File: src/msb_defines.svh
// Constants for the memory controller side-band handshake block.
// Assumes one core clock; pin inputs are synchronised inside the top module.
// Notes on behaviour
// - Core accepts stop only when fully quiescent
// - Core may deny a clock-stop request
// - Core drives activity while work pending
// - Register bus has own stop handshake
// - Register bus may deny its stop
// - Register bus drives its own activity
// - Five-bit target frequency on both handshakes
// - Frequency request raised once update safe
// - Abort request stops link-error retries
// - Abort acknowledge only with nothing outstanding
// - Self-test port uses own low reset
// - Interrupt on correctable internal RAM error
// - Interrupt on uncorrectable internal RAM error
// - Interrupt on corrected DRAM burst error
// - Interrupt on uncorrectable DRAM burst failure
// - Interrupt on failed permissions check
// - Interrupt on disallowed programming request
// - Interrupt on link failure with recovery
// - Low-power requests with wakeup code, await acknowledge
`ifndef MSB_DEFINES_SVH
`define MSB_DEFINES_SVH

`define MSB_FREQ_W       5
`define MSB_WAKE_W       4
`define MSB_NUM_INT      7
`define MSB_NUM_SYNC     9
`define MSB_SY_QREQN     0
`define MSB_SY_QREQN_RB  1
`define MSB_SY_CC_ACK    2
`define MSB_SY_DFI_FACK  3
`define MSB_SY_ABORT     4
`define MSB_SY_LP_ACK    5
`define MSB_SY_RDLVL_REQ 6
`define MSB_SY_RDLVL_RSP 7
`define MSB_SY_MBIST_REQ 8
`define MSB_SYNC_RST     9'h003
`define MSB_INT_RAM_C    0
`define MSB_INT_RAM_U    1
`define MSB_INT_DRAM_C   2
`define MSB_INT_DRAM_U   3
`define MSB_INT_ACCESS   4
`define MSB_INT_PROG     5
`define MSB_INT_LINK     6

`endif

File: src/msb_pkg.sv
// Types shared by the side-band handshake block.
// Assumes msb_defines.svh supplies the numeric constants.
package msb_pkg;

  // Gray along run, request, stopped, exit; deny branch off the path
  typedef enum logic [2:0] {
    MSB_Q_RUN     = 3'h0,
    MSB_Q_REQ     = 3'h1,
    MSB_Q_STOPPED = 3'h3,
    MSB_Q_EXIT    = 3'h2,
    MSB_Q_DENIED  = 3'h5
  } msb_qstate_e;

  typedef enum logic [1:0] {
    MSB_F_IDLE = 2'h0,
    MSB_F_SAFE = 2'h1,
    MSB_F_REQ  = 2'h3,
    MSB_F_DROP = 2'h2
  } msb_fstate_e;

endpackage

File: src/msb_qch_if.sv
// Carrier between the top module and one clock-stop handshake engine.
// Assumes qreqn here is already synchronised to the core clock.
`timescale 1ns/1ps
interface msb_qch_if;
  logic qreqn_s;
  logic busy;
  logic deny_en;
  logic qacceptn;
  logic qdeny;
  logic qactive;
  logic stopped;

  modport engine (input qreqn_s, input busy, input deny_en,
                  output qacceptn, output qdeny, output qactive, output stopped);
  modport owner  (output qreqn_s, output busy, output deny_en,
                  input qacceptn, input qdeny, input qactive, input stopped);
endinterface

File: src/msb_qchan.sv
// One four-phase clock-stop handshake engine, used for core and register bus.
// Assumes the request arrives synchronised and busy is on the same clock.
`timescale 1ns/1ps
module msb_qchan (
  input  wire logic   clock,
  input  wire logic   nrst,
  msb_qch_if.engine   q
);

  msb_pkg::msb_qstate_e state_q;
  msb_pkg::msb_qstate_e state_d;
  logic                 qactive_q;
  logic                 qacceptn_q;
  logic                 qdeny_q;

  always_comb
  begin
    state_d = state_q;
    case (state_q)
      msb_pkg::MSB_Q_RUN:
        if (!q.qreqn_s)
          state_d = msb_pkg::MSB_Q_REQ;
      msb_pkg::MSB_Q_REQ:
        if (q.qreqn_s)
          state_d = msb_pkg::MSB_Q_RUN;
        else if (q.deny_en)
          state_d = msb_pkg::MSB_Q_DENIED;
        else if (!q.busy)
          state_d = msb_pkg::MSB_Q_STOPPED;
      msb_pkg::MSB_Q_STOPPED:
        if (q.qreqn_s)
          state_d = msb_pkg::MSB_Q_EXIT;
      msb_pkg::MSB_Q_EXIT:
        state_d = msb_pkg::MSB_Q_RUN;
      msb_pkg::MSB_Q_DENIED:
        if (q.qreqn_s)
          state_d = msb_pkg::MSB_Q_RUN;
      default:
        state_d = msb_pkg::MSB_Q_RUN;
    endcase
  end

  always_ff @(posedge clock)
  begin
    if (!nrst)
    begin
      state_q   <= msb_pkg::MSB_Q_RUN;
      qactive_q <= 1'b0;
      qacceptn_q <= 1'b1;
      qdeny_q    <= 1'b0;
    end
    else
    begin
      state_q   <= state_d;
      qacceptn_q <= (state_d != msb_pkg::MSB_Q_STOPPED);
      qdeny_q    <= (state_d == msb_pkg::MSB_Q_DENIED);
      qactive_q <= q.busy;
    end
  end

  // Answers are registered from the next state so the pins see no decode glitches
  assign q.qacceptn = qacceptn_q;
  assign q.qdeny    = qdeny_q;
  assign q.qactive  = qactive_q;
  assign q.stopped  = (state_q == msb_pkg::MSB_Q_STOPPED);

  AST_ACCEPT_IDLE: assert property (@(posedge clock) disable iff (!nrst)
    $fell(q.qacceptn) |-> !q.qreqn_s && !$past(q.busy) && !$past(q.deny_en))
    else $error("stop accepted while busy or deny requested");

  AST_NO_BOTH: assert property (@(posedge clock) disable iff (!nrst)
    !(q.qdeny && !q.qacceptn))
    else $error("accept and deny both asserted");

  AST_DENY_REL: assert property (@(posedge clock) disable iff (!nrst)
    q.qdeny && q.qreqn_s |=> !q.qdeny)
    else $error("deny not released after request withdrawn");

  AST_ACC_REL: assert property (@(posedge clock) disable iff (!nrst)
    !q.qacceptn && q.qreqn_s |-> ##2 q.qacceptn)
    else $error("accept not released two cycles after request withdrawn");

endmodule

File: src/msb_sideband.sv
// Side-band handshakes and event outputs of the memory controller.
// Pin inputs cross two flops; core-side inputs share the clock.
`timescale 1ns/1ps
`include "msb_defines.svh"
module msb_sideband #(
  parameter int OUT_W = 8,
  parameter int CS_W  = 2
) (
  input  wire logic                     clock,
  input  wire logic                     nrst,
  // Core clock-stop handshake
  input  wire logic                     qreqn,
  output logic                          qacceptn,
  output logic                          qdeny,
  output logic                          qactive,
  input  wire logic                     core_busy,
  input  wire logic                     core_deny_en,
  // Register-bus clock-stop handshake
  input  wire logic                     qreqn_regbus,
  output logic                          qacceptn_regbus,
  output logic                          qdeny_regbus,
  output logic                          qactive_regbus,
  input  wire logic                     regbus_busy,
  input  wire logic                     regbus_deny_en,
  // Frequency change
  input  wire logic                     freq_change_start,
  input  wire logic [`MSB_FREQ_W-1:0]   freq_target,
  output logic      [`MSB_FREQ_W-1:0]   clkctl_target_freq,
  output logic                          clkctl_freq_update_req,
  input  wire logic                     clkctl_freq_update_ack,
  output logic      [`MSB_FREQ_W-1:0]   dfi_frequency,
  output logic                          dfi_freq_change_req,
  input  wire logic                     dfi_freq_change_ack,
  output logic                          freq_change_done,
  // Abort
  input  wire logic [OUT_W-1:0]         txn_outstanding,
  input  wire logic                     abort_req,
  output logic                          abort_ack,
  output logic                          retry_enable,
  // Low power
  input  wire logic                     lp_ctrl_want,
  input  wire logic                     lp_data_want,
  input  wire logic [`MSB_WAKE_W-1:0]   lp_wakeup_code,
  output logic                          dfi_lp_ctrl_req,
  output logic                          dfi_lp_data_req,
  output logic      [`MSB_WAKE_W-1:0]   dfi_lp_wakeup,
  input  wire logic                     dfi_lp_ack,
  output logic                          lp_granted,
  // Read-eye training
  input  wire logic                     dfi_rdlvl_req,
  input  wire logic [CS_W-1:0]          dfi_rdlvl_cs_n,
  input  wire logic                     dfi_rdlvl_periodic,
  input  wire logic                     rdlvl_allow,
  output logic                          dfi_rdlvl_en,
  input  wire logic                     dfi_rdlvl_resp,
  output logic      [CS_W-1:0]          rdlvl_target_cs_n,
  output logic                          rdlvl_is_periodic,
  output logic                          rdlvl_done,
  // Memory self-test
  input  wire logic                     mbistresetn,
  input  wire logic                     mbistreq,
  output logic                          mbistack,
  // Events and interrupts
  input  wire logic [`MSB_NUM_INT-1:0]  event_pulse,
  input  wire logic [`MSB_NUM_INT-1:0]  int_clear,
  output logic                          ram_ecc_errc_int,
  output logic                          ram_ecc_errd_int,
  output logic                          dram_ecc_errc_int,
  output logic                          dram_ecc_errd_int,
  output logic                          failed_access_int,
  output logic                          failed_prog_int,
  output logic                          link_err_int
);

  if (OUT_W < 1 || OUT_W > 16 || CS_W < 1)
  begin : g_bad_param
    $error("OUT_W or CS_W out of range");
  end

  // Two-flop synchronisers for every pin-side level
  logic [`MSB_NUM_SYNC-1:0] sync1_q;
  logic [`MSB_NUM_SYNC-1:0] sync2_q;
  logic [`MSB_NUM_SYNC-1:0] pin_raw;
  logic [CS_W:0]            rdcs_s1_q;
  logic [CS_W:0]            rdcs_s2_q;

  assign pin_raw = {mbistreq, dfi_rdlvl_resp, dfi_rdlvl_req, dfi_lp_ack, abort_req,
                    dfi_freq_change_ack, clkctl_freq_update_ack, qreqn_regbus, qreqn};

  always_ff @(posedge clock)
  begin
    if (!nrst)
    begin
      sync1_q <= `MSB_SYNC_RST;
      sync2_q <= `MSB_SYNC_RST;
      rdcs_s1_q <= '0;
      rdcs_s2_q <= '0;
    end
    else
    begin
      sync1_q <= pin_raw;
      sync2_q <= sync1_q;
      rdcs_s1_q <= {dfi_rdlvl_cs_n, dfi_rdlvl_periodic};
      rdcs_s2_q <= rdcs_s1_q;
    end
  end

  wire cc_ack_s    = sync2_q[`MSB_SY_CC_ACK];
  wire dfi_fack_s  = sync2_q[`MSB_SY_DFI_FACK];
  wire abort_s     = sync2_q[`MSB_SY_ABORT];
  wire lp_ack_s    = sync2_q[`MSB_SY_LP_ACK];
  wire rdlvl_req_s = sync2_q[`MSB_SY_RDLVL_REQ];
  wire rdlvl_rsp_s = sync2_q[`MSB_SY_RDLVL_RSP];
  wire mbist_req_s = sync2_q[`MSB_SY_MBIST_REQ];

  // Clock-stop engines; core stays busy while anything is outstanding
  msb_qch_if q_core ();
  msb_qch_if q_rb ();

  msb_pkg::msb_fstate_e   fstate_q;
  msb_pkg::msb_fstate_e   fstate_d;
  logic [`MSB_FREQ_W-1:0] freq_q;
  logic                   fdone_q;
  logic                   freq_req_q;
  wire nothing_outstanding = (txn_outstanding == '0);

  assign q_core.qreqn_s = sync2_q[`MSB_SY_QREQN];
  assign q_core.busy    = core_busy || !nothing_outstanding;
  assign q_core.deny_en = core_deny_en || (fstate_q != msb_pkg::MSB_F_IDLE);
  assign q_rb.qreqn_s   = sync2_q[`MSB_SY_QREQN_RB];
  assign q_rb.busy      = regbus_busy;
  assign q_rb.deny_en   = regbus_deny_en;

  msb_qchan u_qch_core (
    .clock (clock),
    .nrst  (nrst),
    .q     (q_core.engine)
  );

  msb_qchan u_qch_regbus (
    .clock (clock),
    .nrst  (nrst),
    .q     (q_rb.engine)
  );

  assign qacceptn        = q_core.qacceptn;
  assign qdeny           = q_core.qdeny;
  assign qactive         = q_core.qactive;
  assign qacceptn_regbus = q_rb.qacceptn;
  assign qdeny_regbus    = q_rb.qdeny;
  assign qactive_regbus  = q_rb.qactive;

  // Frequency change: wait for quiet, then request both partners together.
  // A change is never started while the core clock is stopped.

  wire both_acked  = cc_ack_s && dfi_fack_s;
  wire both_ack_lo = !cc_ack_s && !dfi_fack_s;
  wire freq_launch = freq_change_start && (fstate_q == msb_pkg::MSB_F_IDLE) && !q_core.stopped;

  always_comb
  begin
    fstate_d = fstate_q;
    case (fstate_q)
      msb_pkg::MSB_F_IDLE:
        if (freq_launch)
          fstate_d = msb_pkg::MSB_F_SAFE;
      msb_pkg::MSB_F_SAFE:
        if (nothing_outstanding && !core_busy)
          fstate_d = msb_pkg::MSB_F_REQ;
      msb_pkg::MSB_F_REQ:
        if (both_acked)
          fstate_d = msb_pkg::MSB_F_DROP;
      msb_pkg::MSB_F_DROP:
        if (both_ack_lo)
          fstate_d = msb_pkg::MSB_F_IDLE;
      default:
        fstate_d = msb_pkg::MSB_F_IDLE;
    endcase
  end

  always_ff @(posedge clock)
  begin
    if (!nrst)
    begin
      fstate_q <= msb_pkg::MSB_F_IDLE;
      freq_q   <= '0;
      fdone_q  <= 1'b0;
      freq_req_q <= 1'b0;
    end
    else
    begin
      fstate_q <= fstate_d;
      freq_req_q <= (fstate_d == msb_pkg::MSB_F_REQ);
      if (freq_launch)
        freq_q <= freq_target;
      fdone_q  <= (fstate_q == msb_pkg::MSB_F_DROP) && both_ack_lo;
    end
  end

  assign clkctl_target_freq     = freq_q;
  assign dfi_frequency          = freq_q;
  assign clkctl_freq_update_req = freq_req_q;
  assign dfi_freq_change_req    = freq_req_q;
  assign freq_change_done       = fdone_q;

  // Abort: retries stop at once, acknowledge waits for the queue to drain
  logic abort_ack_q;
  logic retry_en_q;

  always_ff @(posedge clock)
  begin
    if (!nrst)
    begin
      abort_ack_q <= 1'b0;
      retry_en_q  <= 1'b1;
    end
    else
    begin
      retry_en_q  <= !abort_s;
      abort_ack_q <= abort_s && nothing_outstanding;
    end
  end

  assign abort_ack    = abort_ack_q;
  assign retry_enable = retry_en_q;

  // Low power: wakeup code is frozen while any request is held
  logic                   lp_ctrl_q;
  logic                   lp_data_q;
  logic [`MSB_WAKE_W-1:0] lp_wake_q;
  logic                   lp_grant_q;

  wire lp_any_q = lp_ctrl_q || lp_data_q;

  always_ff @(posedge clock)
  begin
    if (!nrst)
    begin
      lp_ctrl_q  <= 1'b0;
      lp_data_q  <= 1'b0;
      lp_wake_q  <= '0;
      lp_grant_q <= 1'b0;
    end
    else
    begin
      lp_ctrl_q  <= lp_ctrl_want;
      lp_data_q  <= lp_data_want;
      if (!lp_any_q)
        lp_wake_q <= lp_wakeup_code;
      lp_grant_q <= lp_any_q && lp_ack_s;
    end
  end

  assign dfi_lp_ctrl_req = lp_ctrl_q;
  assign dfi_lp_data_req = lp_data_q;
  assign dfi_lp_wakeup   = lp_wake_q;
  assign lp_granted      = lp_grant_q;

  // Read-eye training: targets captured as the request is first seen
  logic            rdlvl_en_q;
  logic            rdlvl_req_d1_q;
  logic [CS_W-1:0] rdlvl_cs_q;
  logic            rdlvl_per_q;
  logic            rdlvl_done_q;

  wire rdlvl_rise = rdlvl_req_s && !rdlvl_req_d1_q;

  always_ff @(posedge clock)
  begin
    if (!nrst)
    begin
      rdlvl_en_q     <= 1'b0;
      rdlvl_req_d1_q <= 1'b0;
      rdlvl_cs_q     <= '1;
      rdlvl_per_q    <= 1'b0;
      rdlvl_done_q   <= 1'b0;
    end
    else
    begin
      rdlvl_req_d1_q <= rdlvl_req_s;
      if (rdlvl_rise)
      begin
        rdlvl_cs_q  <= rdcs_s2_q[CS_W:1];
        rdlvl_per_q <= rdcs_s2_q[0];
      end
      rdlvl_en_q   <= rdlvl_req_s && rdlvl_allow && !rdlvl_rsp_s;
      rdlvl_done_q <= rdlvl_en_q && rdlvl_rsp_s;
    end
  end

  assign dfi_rdlvl_en      = rdlvl_en_q;
  assign rdlvl_target_cs_n = rdlvl_cs_q;
  assign rdlvl_is_periodic = rdlvl_per_q;
  assign rdlvl_done        = rdlvl_done_q;

  // Self-test acknowledge has a reset of its own so test can restart it
  logic mbist_ack_q;

  always_ff @(posedge clock)
  begin
    if (!mbistresetn)
      mbist_ack_q <= 1'b0;
    else
      mbist_ack_q <= mbist_req_s;
  end

  assign mbistack = mbist_ack_q;

  // Sticky interrupts; an event in the clearing cycle wins
  logic [`MSB_NUM_INT-1:0] int_q;

  for (genvar i = 0; i < `MSB_NUM_INT; i++)
  begin : g_int
    always_ff @(posedge clock)
    begin
      if (!nrst)
        int_q[i] <= 1'b0;
      else
        int_q[i] <= event_pulse[i] || (int_q[i] && !int_clear[i]);
    end
  end

  assign ram_ecc_errc_int  = int_q[`MSB_INT_RAM_C];
  assign ram_ecc_errd_int  = int_q[`MSB_INT_RAM_U];
  assign dram_ecc_errc_int = int_q[`MSB_INT_DRAM_C];
  assign dram_ecc_errd_int = int_q[`MSB_INT_DRAM_U];
  assign failed_access_int = int_q[`MSB_INT_ACCESS];
  assign failed_prog_int   = int_q[`MSB_INT_PROG];
  assign link_err_int      = int_q[`MSB_INT_LINK];

  AST_ABORT_DRAIN: assert property (@(posedge clock) disable iff (!nrst)
    abort_ack |-> $past(txn_outstanding) == '0 && $past(abort_req, 3))
    else $error("abort acknowledged with work outstanding");

  AST_RETRY_OFF: assert property (@(posedge clock) disable iff (!nrst)
    abort_req |-> ##3 !retry_enable || !$past(abort_req, 2))
    else $error("retries not stopped three cycles after abort");

  AST_FREQ_SAFE: assert property (@(posedge clock) disable iff (!nrst)
    $rose(clkctl_freq_update_req) |-> $past(txn_outstanding) == '0 && !$past(core_busy))
    else $error("frequency request raised while not safe");

  AST_FREQ_STABLE: assert property (@(posedge clock) disable iff (!nrst)
    clkctl_freq_update_req |-> $stable(clkctl_target_freq) && dfi_frequency == clkctl_target_freq)
    else $error("target frequency moved during request");

  AST_FREQ_ACK: assert property (@(posedge clock) disable iff (!nrst)
    (clkctl_freq_update_req && clkctl_freq_update_ack && dfi_freq_change_ack) [*3]
      |=> !clkctl_freq_update_req)
    else $error("frequency request held after both acknowledges");

  AST_LP_WAKE: assert property (@(posedge clock) disable iff (!nrst)
    $past(dfi_lp_ctrl_req || dfi_lp_data_req) |-> $stable(dfi_lp_wakeup))
    else $error("wakeup code changed during low-power request");

  AST_INT_STICKY: assert property (@(posedge clock) disable iff (!nrst)
    link_err_int && !int_clear[`MSB_INT_LINK] |=> link_err_int)
    else $error("interrupt dropped without a clear");

  AST_INT_SET: assert property (@(posedge clock) disable iff (!nrst)
    event_pulse[`MSB_INT_RAM_C] |=> ram_ecc_errc_int)
    else $error("correctable RAM event not flagged");

  AST_MBIST_RST: assert property (@(posedge clock)
    !mbistresetn |=> !mbistack)
    else $error("self-test acknowledge survived its reset");

endmodule

File: config.mk
export PLATFORM = sky130hd
export DESIGN_NAME = msb_sideband
export DESIGN_NICKNAME = d
export VERILOG_FILES = /design/src/msb_pkg.sv /design/src/msb_qch_if.sv /design/src/msb_qchan.sv /design/src/msb_sideband.sv
export VERILOG_INCLUDE_DIRS = /design/src
export SDC_FILE = /design/constraint.sdc
export NUM_CORES = 1
export LEC_CHECK = 0
export BUFFER_PORTS_ARGS = -buffer_cell sky130_fd_sc_hd__buf_2
export CORE_MARGIN = 4
export CORE_UTILIZATION = 50
export CTS_CLUSTER_DIAMETER = 80
export DETAILED_ROUTE_END_ITERATION = 6
export GPL_TIMING_DRIVEN = 0
export PLACE_DENSITY = 0.86
export SETUP_SLACK_MARGIN = 0.5
export SLEW_MARGIN = 5
export SYNTH_ARGS = -nofsm -noshare
export SYNTH_HDL_FRONTEND = slang
export SYNTH_SLANG_ARGS = --single-unit
File: constraint.sdc
create_clock -name clock -period 3.7 [get_ports clock]
set_clock_uncertainty 0.1 [all_clocks]
set_input_delay 0.74 -clock clock [delete_from_list [all_inputs] [get_ports clock]]
set_output_delay 0.74 -clock clock [all_outputs]
set_load 0.05 [all_outputs]
# Word level (Yosys, flattened, before mapping)
# Cells that the tools add are included.
dict set report totals {
  register_bits 68
  latch_bits 0
  ramBits 0
  mem_bits_ro 0
  inputBits 54
  out_inout_bits 41
  mem_count 0
}
dict set report classes {
  addsub 0
  n_mul 0
  n_div 0
  n_lt_le_gt_ge 0
  n_eq_ne 14
  shifts 0
  n_mux 19
  bitwise_logic 0
  n_reduce_logical 49
}
# operator n
set ops {}
lappend ops {{$mux 3} 12}
lappend ops {{$pmux 3 s4} 2}
lappend ops {{$logic_and 1x1->1} 19}
lappend ops {{$logic_not 1->1} 15}
lappend ops {{$eq 3x3->1 const B} 4}
lappend ops {{$logic_or 1x1->1} 10}
lappend ops {{$logic_not 8->1} 1}
lappend ops {{$mux 2} 4}
lappend ops {{$pmux 2 s4} 1}
lappend ops {{$eq 2x2->1 const B} 3}
lappend ops {{$eq 3x1->1 const B} 2}
lappend ops {{$eq 3x2->1 const B} 2}
lappend ops {{$logic_not 3->1} 2}
lappend ops {{$ne 3x2->1 const B} 2}
lappend ops {{$eq 2x1->1 const B} 1}
lappend ops {{$logic_not 2->1} 1}
lappend ops {{$reduce_bool 2->1} 1}

# Longest topological paths before layout
# Gate-level depths: netlist of run 1.
dict set report logic_depth {
  word_depth 8
  ltp_mapped 3
}

# Cells and area by module
# From an unflattened synthesis of run 1, not the netlist that was laid out.
dict set report unflattened {
  hier_cells 211
  area_unflattened_um2 2259.7
}
# mod n_inst cells_per_inst area_each_um2 seq_area_each_um2
set modules_own_cells {}
lappend modules_own_cells {msb_sideband 1 161 1801.7 1121.1}
lappend modules_own_cells {msb_qchan 2 25 229.0 120.1}

# Worst setup path before layout of run 1
# OpenSTA, ideal clock, no wires.
dict set report synth_timing {
  path_type {input to register}
  from {input txn_outstanding[1]}
  to {register u_qch_core.qacceptn_q (netlist: u_qch_core.q.qacceptn)}
  setup_time_ns 0.124
  arrival_ns 1.535
  required_time_ns 3.476
  setup_slack_ns 1.940
  cell_stages 3
  path_buffers 0
  path_cell_list {nor4_4 -> nand3_1 -> a2111o_1}
}
dict set report synth_via {
  elab_chain_len 8
}
# item line
set synth_rtl {}
lappend synth_rtl {{start, declared} msb_sideband.sv:36} ;# input wire logic [OUT_W-1:0] txn_outstanding,
lappend synth_rtl {{$logic_not 8->1} msb_sideband.sv:125} ;# wire nothing_outstanding = (txn_outstanding == '0);
lappend synth_rtl {{$logic_not 1->1} msb_sideband.sv:128} ;# assign q_core.busy = core_busy || !nothing_outstanding;
lappend synth_rtl {{$logic_or 1x1->1} msb_sideband.sv:128}
lappend synth_rtl {{$mux 3} msb_qchan.sv:28} ;# else if (!q.busy)
lappend synth_rtl {{$mux 3} msb_qchan.sv:26} ;# else if (q.deny_en)
lappend synth_rtl {{$mux 3} msb_qchan.sv:24} ;# if (q.qreqn_s)
lappend synth_rtl {{$pmux 3 s4} msb_qchan.sv:19} ;# case (state_q)
lappend synth_rtl {{$ne 3x2->1} msb_qchan.sv:55} ;# qacceptn_q <= (state_d != msb_pkg::MSB_Q_STOPPED);
lappend synth_rtl {{end signal, assigned} msb_qchan.sv:55}
lappend synth_rtl {{end, declared} msb_qchan.sv:13} ;# logic qacceptn_q;
# Every way passes these cells.
# A chain may end at the register's enable or synchronous reset.

# Worst setup path after layout of run 1
dict set report layout_timing {
  from {register lp_ctrl_q (netlist: dfi_lp_ctrl_req)}
  to {output dfi_lp_ctrl_req}
}
# item line
set layout_rtl {}
lappend layout_rtl {{start, declared} msb_sideband.sv:228} ;# logic lp_ctrl_q;
lappend layout_rtl {{start signal, assigned} msb_sideband.sv:246} ;# lp_ctrl_q <= lp_ctrl_want;
lappend layout_rtl {{end, declared} msb_sideband.sv:44} ;# output logic dfi_lp_ctrl_req,
# No word-level cell between the ends.

==> results by group, run 1 <==
Logic synthesis
  • Flops & latches, synth: 68
  • Synth Area in XOR/XNOR: 0%
  • Ys flop type: dfxtp_1
  • Synth warn: 0
  • Post-synthesis adder-cell area fraction: 0.442%
  • Largest family of logic cells by synthesized area: simple AND/OR/NAND/NOR gates
  • Multiplexer share of the synthesized area: 1.33%
  • Post-synth EDFFs: 0
  • Fraction of registers with async set or reset after synthesis: 0%
  • Synth Area in Simple Gates: 25.6%
  • Compound-Gate Fraction of Synth Area: 9.33%
  • Post-synthesis cell count: 209
  • Synth unique cells: 33
  • Synth Cell Area: 2270 um2
  • Synth Net Count: 263
  • Synthesized area per cell: 10.8 um2
  • Sequential area share after synthesis: 60.1%

Critical path
  • Critical-path cell with the highest stage delay: dfxtp_1
  • WS Path Type: register to primary output
  • Critical-path cell list: buf_2
  • Worst Path Arrival: 1040 ps
  • CP Max Fanout: 6
  • Worst setup SP type: register
  • Worst Path Buf+Inv: 1
  • Crit-path leading delay family: flip-flops
  • Crit path largest cell delay: 410 ps
  • Worst Reg-to-Reg Cells: 3
  • Reg2reg setup slack: 2260 ps
  • Worst setup EP type: primary output
  • Critical path data required time: 2860 ps
  • Crit. path cell count: 1

Routing
  • Vias: 1741
  • Total wire length: 4510 um
  • Final ANT Viol Nets: 0
  • Vias per cell: 4.69
  • DR WL/cell: 12.1 um
  • DRC viols: 0
  • Initial DRC Count: 68
  • TritonRoute pass-1 iters: 6

Clocking
  • PostCTS Resize Cnt: 0
  • Cts hold-fix bufs: 0
  • Clk sinks: 68
  • Clock transition at path regs: 70 ps
  • Num CTS Buffers: 9
  • Root Buffer: clkbuf_8
  • Max clock buf depth: 2
  • Clock latency on the worst-skew pair: 330 ps
  • H-tree depth: 3
  • CTS tree: built
  • Post-CTS Setup Inserts: 0

STA
  • Relative slew slack: 69.0%
  • Worst slew pin tran: 465 ps
  • Max Clk Rate: 533 MHz
  • Fin. max-slew vios: 0
  • Tcrit/Tclk final: 50.7%
  • Final TNS setup: 0 ps
  • Post-layout min period: 1880 ps
  • Final setup margin: 1820 ps
  • Fin. Hold Viols: 0
  • Unrepaired setup endpoints after global routing: no
  • Final setup viols: 0

Layout
  • Register area: 1360 um2
  • # diodes: 0
  • Filler cells: 377
  • Area Overhead vs Synth: 31.1%
  • Design Area, Final: 2970 um2
  • Layout cells sized above 1: 37.9%
  • Final nets: 368
  • Multi-input gate area: 832 um2

Die
  • Row count: 24
  • Die span in y: 75.3 um
  • Starting Density: 51.7%
  • I/O Pins: 95
  • Core ar.: 4380 um2
  • Die area: 5670 um2
  • Die Wd: 75.3 um

Global route
  • GRT Total Usage: 17.0%
  • First-pass GRT wire length: 7040 um
  • Initial antenna violation count: 0
  • Number of global-route vias before repair: 1601
  • Grt ovf: 0
  • Largest net degree at the start of global routing: 12

Pwr
  • Maximum vdd drop: 0.000303 V
  • Leak Pwr: 1.35 nW
  • PwrDens: 492 nW/um2

Place
  • Hpwl dp: 3400 um
  • Pre-CTS setup slack: 1720 ps
  • I/O Buffers: 94
  • Routability cong.: 0.786
  • Dpl cell area: 2800 um2

Job
  • Max Cap Violations: 0

Worst hold path
  • HP Class: register to register
  • WHS Path Cells: 1

Status
  • Result of the run: finished clean
-- Yosys cell counts (all sizes together), types with 3 or more instances --
| cell type | number | area share [%] |
|---|---|---|
| clkbuf | 5 | 0.83 |
| nor4 | 4 | 2.4 |
| buf | 7 | 2.2 |
| o21a | 8 | 2.7 |
| a21oi | 3 | 0.66 |
| and2 | 27 | 7.5 |
| dfxtp | 68 | 60 |
| nor2 | 9 | 1.5 |
| a21boi | 9 | 3.0 |
| mux2i | 3 | 1.3 |
| nand2 | 13 | 2.2 |
| nand2b | 6 | 1.7 |
| nand3 | 7 | 1.5 |
| nor4b | 4 | 1.8 |
| o21ai | 10 | 2.2 |
| nor2b | 11 | 3.0 |
-- layout by cell type (no fill, tap or decap), types with 2 or more instances in the layout --
cell and instances:
clkbuf_1 6, nand3_1 7, nor4_1 2, nand2_1 13
nor2_1 9, clkinv_2 4, o21a_1 8, and3b_1 2
o21ai_0 10, clkbuf_8 10, nor4b_1 3, a21oi_1 3
nor2b_1 11, dfxtp_1 68, nor4_4 2, mux2i_1 3
buf_4 6, a21boi_0 9, nand2b_1 6, buf_2 95
and2_1 27
-- worst paths after layout --
path	startpoint	endpoint
max reg2reg	u_qch_core.state_q[1]$_SDFF_PN0_	u_qch_core.q.qacceptn$_SDFF_PN1_
max	dfi_lp_ctrl_req$_SDFF_PN0_	dfi_lp_ctrl_req
min	sync2_q[4]$_SDFF_PN0_	retry_enable$_SDFF_PN1_
min reg2reg	sync2_q[4]$_SDFF_PN0_	retry_enable$_SDFF_PN1_
-- where the power goes --
group | switching (mW) | leakage [nW] | internal [mW]
Combinational | 0.111 | 0.705 | 0.0627
Clock | 0.259 | 0.0889 | 0.257
Sequential | 0.0124 | 0.559 | 0.762
Total | 0.382 | 1.35 | 1.08
-- layer usage --
layer	routed length [um]	GRT usage (%)	vias up	part of all wire (%)
li1	-	-	906	-
met1	1820	19.4	776	40
met2	2250	27.3	50	50
met3	336	5.28	9	7.5
met4	106	11.1	0	2.4
met5	0	0	-	0
-- area by class of cell --
cell class / instances / share of cell area (%)
sequential: 68 / 45.8
multi-input combinational: 128 / 28.0
timing repair buffer: 94 / 15.8
clock buffer: 11 / 4.76
buffer: 12 / 2.32
tap: 52 / 2.19
clock inverter: 5 / 0.927
inverter: 1 / 0.126
-- flip-flops by register name (all words and copies together) (netlist names), 2 cells and up --
register and count:
clkctl_target_freq 5, rdlvl_target_cs_n 2, rdcs_s2_q 3, rdcs_s1_q 3
fstate_q 2, dfi_lp_wakeup 4, u_qch_core.state_q 3, u_qch_regbus.state_q 3
sync1_q 9, sync2_q 9
-- logic make-up after synthesis --
| logic type | after synthesis |
|---|---|
| compound gates | 32 |
| fa+ha+maj | 1 |
| buf+inv | 13 |
| flops | 68 |
| mux | 3 |
| simple gates | 92 |
-- stage by stage --
stage | std cells | power [mW] | hold slack (ps) | utilization, %
floorplan | 209 | 0.905 | 264 | -
global placement | 355 | 0.962 | 273 | 63.9
detailed placement | 355 | 0.966 | 277 | 63.9
CTS | 371 | 1.48 | 291 | 67.8
global route | 371 | 1.54 | 315 | 67.8
finish | 371 | 1.46 | 291 | 67.8
No activity file was read; power rests on OpenSTA's default activity.
==> run 2: changes to the inputs <==
--- a/config.mk
+++ b/config.mk
@@ -6,13 +6,14 @@
 export SDC_FILE = /design/constraint.sdc
 export NUM_CORES = 1
 export LEC_CHECK = 0
+export ABC_AREA = 1
 export BUFFER_PORTS_ARGS = -buffer_cell sky130_fd_sc_hd__buf_2
 export CORE_MARGIN = 4
-export CORE_UTILIZATION = 50
+export CORE_UTILIZATION = 46
 export CTS_CLUSTER_DIAMETER = 80
 export DETAILED_ROUTE_END_ITERATION = 6
 export GPL_TIMING_DRIVEN = 0
-export PLACE_DENSITY = 0.86
+export PLACE_DENSITY = 0.8
 export SETUP_SLACK_MARGIN = 0.5
 export SLEW_MARGIN = 5
 export SYNTH_ARGS = -nofsm -noshare
==> constraint.sdc (replaced) <==
create_clock -name clock -period 1.8 [get_ports clock]
set_clock_uncertainty 0.1 [all_clocks]
set_input_delay 0.36 -clock clock [delete_from_list [all_inputs] [get_ports clock]]
set_output_delay 0.36 -clock clock [all_outputs]
set_load 0.05 [all_outputs]
==> run 2 against run 1 <==
  * Flip-flop and latch count stayed put
  * Power is 120% higher
  * Routed wire length is 11% higher
  * Combinational power grew to 2.9 times the previous value
  * Sequential power is 110% higher
  * Critical path depth is 1 higher
  * Global-route usage is 0.66 points higher
  * Register-to-register slack worse by 1600 ps
  * Via count is 9.8% higher
  * Hold slack worse by 190 ps
==> results by group, run 2 <==
Clocking
  • Clock transition at path regs: 70 ps (about the same)
  • Root Buffer: clkbuf_8
  • Clk sinks: 68 (unchanged)
  • Cts hold-fix bufs: 0 (unchanged)
  • CTS tree: built
  • H-tree depth: 3 (unchanged)
  • Max clock buf depth: 2 (unchanged)
  • Clock latency on the worst-skew pair: 340 ps (about the same)
  • Num CTS Buffers: 9 (unchanged)

Die
  • Row count: 25 (+4.2%)
  • Core ar.: 4720 um2 (+7.7%)
  • Starting Density: 47.3% (-4.4 points)
  • Die area: 6030 um2 (+6.3%)
  • I/O Pins: 95 (unchanged)
  • Die span in y: 77.7 um (+3.1%)
  • Die Wd: 77.7 um (+3.1%)

Routing
  • DR WL/cell: 11.3 um (-7.1%)
  • Final ANT Viol Nets: 0 (unchanged)
  • Total wire length: 5010 um (+11%)
  • Vias: 1912 (+9.8%)
  • Vias per cell: 4.31 (-8.2%)
  • TritonRoute pass-1 iters: 4 (-2)
  • Initial DRC Count: 39 (-43%)
  • DRC viols: 0 (unchanged)

Critical path
  • Worst Reg-to-Reg Cells: 7 (+4)
  • CP endpoint: dfi_frequency[3]
  • WS Path Type: register to primary output
  • CP Launch Point: clkctl_target_freq[3]$_SDFFE_PN0P_
  • Worst Path Arrival: 950 ps (-90 ps)
  • Worst setup EP type: primary output
  • Reg2reg setup slack: 630 ps (-1630 ps)
  • CP Max Fanout: 3 (-3)
  • Worst R2R End: clkctl_freq_update_req$_SDFF_PN0_
  • Worst setup SP type: register
  • FF-to-FF Start: u_qch_core.state_q[1]$_SDFF_PN0_
  • Critical path data required time: 1340 ps (-1520 ps)

STA
  • Final setup viols: 0 (unchanged)
  • Relative slew slack: 78.8% (+9.9 points)
  • Post-layout min period: 1410 ps
  • Unrepaired setup endpoints after global routing: yes
  • Worst slew pin tran: 316 ps (-149 ps)
  • Tcrit/Tclk final: 78.1%
  • Fin. max-slew vios: 0 (unchanged)
  • Final TNS setup: 0 ps (unchanged)
  • Fin. Hold Viols: 0 (unchanged)
  • Max Clk Rate: 711 MHz

Pwr
  • Power Internal: 2.40 mW (+120%)
  • PwrDens: 956 nW/um2 (+94%)
  • Leak Pwr: 1.78 nW (+31%)
  • Total power: 3.24 mW (+120%)
  • Switch Pwr: 0.846 mW (+120%)
  • Sw frac: 26.1% (about the same)
  • Maximum vdd drop: 0.000497 V (+64%)
  • Clk pwr share: 34.8% (-0.4 points)
  • Flop pwr share: 49.9% (-3.0 points)
  • Comb power frac: 15.2% (+3.3 points)

Layout
  • Commonest non-fill, non-tap cell in the layout: buf_2
  • Area Overhead vs Synth: 52.1%
  • Final nets: 426 (+16%)
  • Design Area, Final: 3400 um2 (+14%)
  • Fin util: 71.9% (+4.1 points)
  • Filler cells: 362 (-4.0%)
  • Layout cells sized above 1: 44.3% (+6.4 points)
  • Most frequent cells in the layout: 58 x buf_2, 49 x nor2_1, 48 x nand2_1
  • # diodes: 0 (unchanged)

Job
  • Max Cap Violations: 0 (unchanged)

Logic synthesis
  • Top cells by area, synth: dfxtp_1 61%, nor2_1 8.2%, nand2_1 8.1%
  • Synthesized area per cell: 8.36 um2 (-23%)
  • Synth Net Count: 321 (+22%)
  • Synth warn: 0 (unchanged)
  • Synth unique cells: 21 (-36%)
  • Top-count cell post-synth: dfxtp_1
  • Cell taking the most area after synthesis: dfxtp_1
  • Ys flop type: dfxtp_1
  • Post-synth EDFFs: 0 (unchanged)
  • Post-synthesis cell count: 267 (+28%)
  • Most frequent cells after synthesis: 68 x dfxtp_1, 49 x nor2_1, 48 x nand2_1
  • Fraction of registers with async set or reset after synthesis: 0% (unchanged)
  • Yosys top cell area share: 61.0% (+0.91 points)
  • Synth Cell Area: 2230 um2 (-1.5%)
  • Sequential area share after synthesis: 61.0% (+0.91 points)
  • Flops & latches, synth: 68 (unchanged)

Status
  • Result of the run: finished clean

Global route
  • Initial antenna violation count: 0 (unchanged)
  • First-pass GRT wire length: 8320 um (+18%)
  • Number of global-route vias before repair: 1951 (+22%)
  • Grt ovf: 0 (unchanged)
  • GRT Total Usage: 17.6% (+0.66 points)
  • Largest net degree at the start of global routing: 11 (-1)

Worst hold path
  • HP Class: primary input to register

Place
  • I/O Buffers: 94 (unchanged)
  • Hpwl dp: 3420 um (+0.64%)
  • Dpl cell area: 2790 um2 (-0.27%)
  • Routability cong.: 0.789 (+0.39%)
## run 2: changes by cell type in the layout (fill, tap and decap cells not counted), sizes merged, moves of 6 or more
cell	previous run	this run
nor2	9	52
a21oi	3	11
nand2b	6	0
nand2	13	49
nor2b	11	0
and2	27	1
a21boi	9	0
inv	1	46
o21a	8	0
## run 2: kinds of logic (layout without fill, tap and decap cells)
group	count (synthesis)	after routing	synth area share, %
AND/OR/NAND/NOR	117	117	21.7
buffers and inverters	58	168	11.2
AO/OA/AOI/OAI	23	23	5.61
flip-flops	68	68	61.0
adder cells (fa/ha/maj)	1	1	0.448
## run 2: critical path, cell delays in order, from the launching register on
cell and delay (ps):
dfxtp_4 360, buf_6 110, buf_8 140
## run 2: area by class of cell
class                           count  area [um2]  share of cell area, %
Buffer                             12         100                   2.95
Tap cell                           67        83.8                   2.47
Sequential cell                    68        1420                   41.7
Clock inverter                      1        5.00                  0.147
Multi-Input combinational cell    141         621                   18.3
Inverter                           46         173                   5.08
Clock buffer                       15         176                   5.20
Timing Repair Buffer               94         821                   24.2
## run 2: timing repair
item / in CTS / in global routing
endpoints found under the setup margin: 41 / 39
setup buffers: 0 / 0
gates resized for setup: 112 / 35
## run 2: stage by stage
| stage | hold slack, ps | std cells | setup slack [ps] |
|---|---|---|---|
| finish | 100 | 444 | 394 |
| CTS | 83.3 | 444 | 397 |
| floorplan | 265 | 267 | 598 |
| global route | 107 | 444 | 366 |
| detailed placement | 275 | 428 | 508 |
| global placement | 276 | 428 | 504 |
## run 2: how the worst min path moves through the flow
stage,cells after the start,to,from,slack [ps]
after floorplan,1,retry_enable$_SDFF_PN1_,sync2_q[4]$_SDFF_PN0_,260
after global placement,1,retry_enable$_SDFF_PN1_,sync2_q[4]$_SDFF_PN0_,280
after detailed placement,1,retry_enable$_SDFF_PN1_,sync2_q[4]$_SDFF_PN0_,280
after CTS,3,rdcs_s1_q[2]$_SDFF_PN0_,dfi_rdlvl_cs_n[1],80
after global routing,2,sync1_q[0]$_SDFF_PN1_,qreqn,110
final,3,rdcs_s1_q[0]$_SDFF_PN0_,dfi_rdlvl_periodic,100
## run 2: power groups by stage
stage	Sequential (mW)	Clock, mW	Combinational, mW
global route	1.63	1.23	0.532
floorplan	1.76	0	0.146
finish	1.62	1.13	0.494
detailed placement	1.64	0	0.402
global placement	1.63	0	0.397
CTS	1.62	1.16	0.474
## run 2: routing by layer
metal / routed length [um] / vias to the layer above / share of wire (%) / GRT usage [%]
li1: - / 996 / - / -
met1: 1890 / 824 / 38 / 18.4
met2: 2510 / 77 / 50 / 29.5
met3: 468 / 15 / 9.3 / 7.08
met4: 146 / 0 / 2.9 / 10.9
met5: 0 / - / 0 / 0
==> run 3: changes to the inputs <==
==> constraint.sdc (replaced) <==
create_clock -name clock -period 1.4 [get_ports clock]
set_clock_uncertainty 0.1 [all_clocks]
set_input_delay 0.28 -clock clock [delete_from_list [all_inputs] [get_ports clock]]
set_output_delay 0.28 -clock clock [all_outputs]
set_load 0.05 [all_outputs]
==> run 3 against run 2 <==
  * Sequential power increased by 29%
  * Global-route usage increased by 0.96 points
  * Flip-flop and latch count unchanged
  * Hold slack got worse by 74 ps
  * Count of clock-buffer cells in the layout decreased by 4
  * Critical path depth unchanged
  * Cell count increased by 2.5%
  * Clock power increased by 51%
  * Cell area increased by 11%
==> results by group, run 3 (synthesis gave the netlist of run 2 again) <==
Routing
  • Vias per cell: 4.35 (+0.95%)
  • Total wire length: 5500 um (+9.8%)
  • TritonRoute pass-1 iters: 4 (unchanged)
  • DR WL/cell: 12.1 um (+7.1%)
  • Initial DRC Count: 55 (+41%)
  • Final ANT Viol Nets: 0 (unchanged)
  • Vias: 1978 (+3.5%)
  • DRC viols: 0 (unchanged)

Critical path
  • Worst Path Arrival: 950 ps (about the same)
  • Worst setup SP type: register
  • WS Path Type: register to primary output
  • FF-to-FF Start: fstate_q[0]$_SDFF_PN0_
  • CP Launch Point: clkctl_target_freq[1]$_SDFFE_PN0P_
  • Critical path data required time: 1020 ps (-320 ps)
  • Worst setup EP type: primary output
  • CP Max Fanout: 3 (unchanged)

Global route
  • First-pass GRT wire length: 8600 um (+3.3%)
  • Initial antenna violation count: 0 (unchanged)
  • Largest net degree at the start of global routing: 13 (+2)
  • Grt ovf: 0 (unchanged)
  • GRT Total Usage: 18.6% (+0.96 points)
  • Number of global-route vias before repair: 1970 (+0.97%)

Die
  • Core ar.: 4720 um2 (unchanged)
  • I/O Pins: 95 (unchanged)
  • Die span in y: 77.7 um (unchanged)
  • Row count: 25 (unchanged)
  • Die area: 6030 um2 (unchanged)
  • Die Wd: 77.7 um (unchanged)
  • Starting Density: 47.3% (unchanged)

Place
  • I/O Buffers: 94 (unchanged)
  • Hpwl dp: 3400 um (-0.58%)
  • Pre-CTS setup slack: 178 ps (-330 ps)
  • Routability cong.: 0.816 (+3.4%)

STA
  • Final setup viols: 0 (unchanged)
  • Fin. max-slew vios: 0 (unchanged)
  • Unrepaired setup endpoints after global routing: yes
  • Worst slew pin tran: 300 ps (-16.4 ps)
  • Final setup margin: 74.2 ps (-320 ps)
  • Final TNS setup: 0 ps (unchanged)
  • Tcrit/Tclk final: 94.7%
  • Max Clk Rate: 754 MHz
  • Fin. Hold Viols: 0 (unchanged)
  • Relative slew slack: 79.9% (+1.1 points)
  • Post-layout min period: 1330 ps

Clocking
  • Num CTS Buffers: 9 (unchanged)
  • Clock latency on the worst-skew pair: 330 ps (about the same)
  • Clock transition at path regs: 70 ps (about the same)
  • H-tree depth: 3 (unchanged)
  • CTS tree: built
  • Max clock buf depth: 2 (unchanged)
  • Root Buffer: clkbuf_8
  • Clk sinks: 68 (unchanged)

Layout
  • # diodes: 0 (unchanged)
  • Area Overhead vs Synth: 68.8%
  • Layout cells sized above 1: 58.0% (+14 points)
  • Final nets: 437 (+2.6%)
  • Commonest non-fill, non-tap cell in the layout: buf_2
  • Register area: 1440 um2 (+1.6%)
  • Filler cells: 317 (-12%)
  • Most frequent cells in the layout: 57 x buf_2, 42 x nand2_1, 37 x buf_8
  • Multi-input gate area: 773 um2 (+25%)

Pwr
  • PwrDens: 1200 nW/um2 (+25%)
  • Maximum vdd drop: 0.000894 V (+80%)
  • Leak Pwr: 1.90 nW (+6.7%)

Status
  • Result of the run: finished clean

Worst hold path
  • HP Class: primary input to register
  • Hold_sp: dfi_rdlvl_cs_n[1]

Job
  • Max Cap Violations: 0 (unchanged)
run 3: changes by cell type in the layout (fill, tap and decap cells not counted), sizes merged:
cell,delta
buf,+11
bufinv,+1
clkbuf,-4
clkinv,+1
inv,+2
run 3: per-stage QoR:
step | hold WS [ps] | util [%] | instance area (um2) | cells | total power [mW]
2_1_floorplan | 264 | - | 2380 | 267 | 2.48
3_3_place_gp | 287 | 62.2 | 2940 | 428 | 2.64
3_5_place_dp | 298 | 62.2 | 2940 | 428 | 2.65
4_1_cts | 7.88 | 76.2 | 3600 | 453 | 4.50
5_1_grt | 13.5 | 79.8 | 3770 | 455 | 4.72
6_report | 25.8 | 79.8 | 3770 | 455 | 4.52
run 3: final cells by class:
class | count | share of cell area, %
clock buffer | 11 | 4.32
buffer | 12 | 3.32
timing repair buffer | 105 | 25.2
tap | 67 | 2.23
clock inverter | 5 | 1.46
sequential | 68 | 38.2
inverter | 46 | 4.78
multi-input combinational | 141 | 20.5
run 3: path summary, 6_finish.rpt:
| check | end | slack, ps | depth (start not counted) |
|---|---|---|---|
| min reg2reg | retry_enable$_SDFF_PN1_ | 310 | 1 |
| min | rdcs_s1_q[2]$_SDFF_PN0_ | 30 | 3 |
| max | dfi_frequency[1] | 70 | 2 |
| max reg2reg | u_qch_core.q.qacceptn$_SDFF_PN1_ | 240 | 6 |
run 3: where the power goes:
| group | switching, mW | internal (mW) | leakage (nW) |
|---|---|---|---|
| combinational | 0.401 | 0.324 | 1.21 |
| clock | 0.727 | 0.980 | 0.115 |
| sequential | 0.0627 | 2.02 | 0.575 |
run 3: worst max-delay path: stages, from the launching register on:
cell and delay, ps:
dfxtp_4 360, buf_8 110, buf_6 140
run 3: what timing repair did:
item | 4_1_cts | 5_1_grt
endpoints found under the setup margin | 65 | 67
gates resized for setup | 125 | 44
setup buffers | 9 | 2
hold endpoints to repair | 0 | 0
pin swaps | 16 | 17
hold buffers | 0 | 0
run 3: layer usage:
metal	global-route usage, %	wire, um	vias up
met5	0	0	-
met4	9.61	90	0
met3	7.19	342	9
met2	33.0	3080	56
met1	18.6	1990	890
li1	-	-	1023
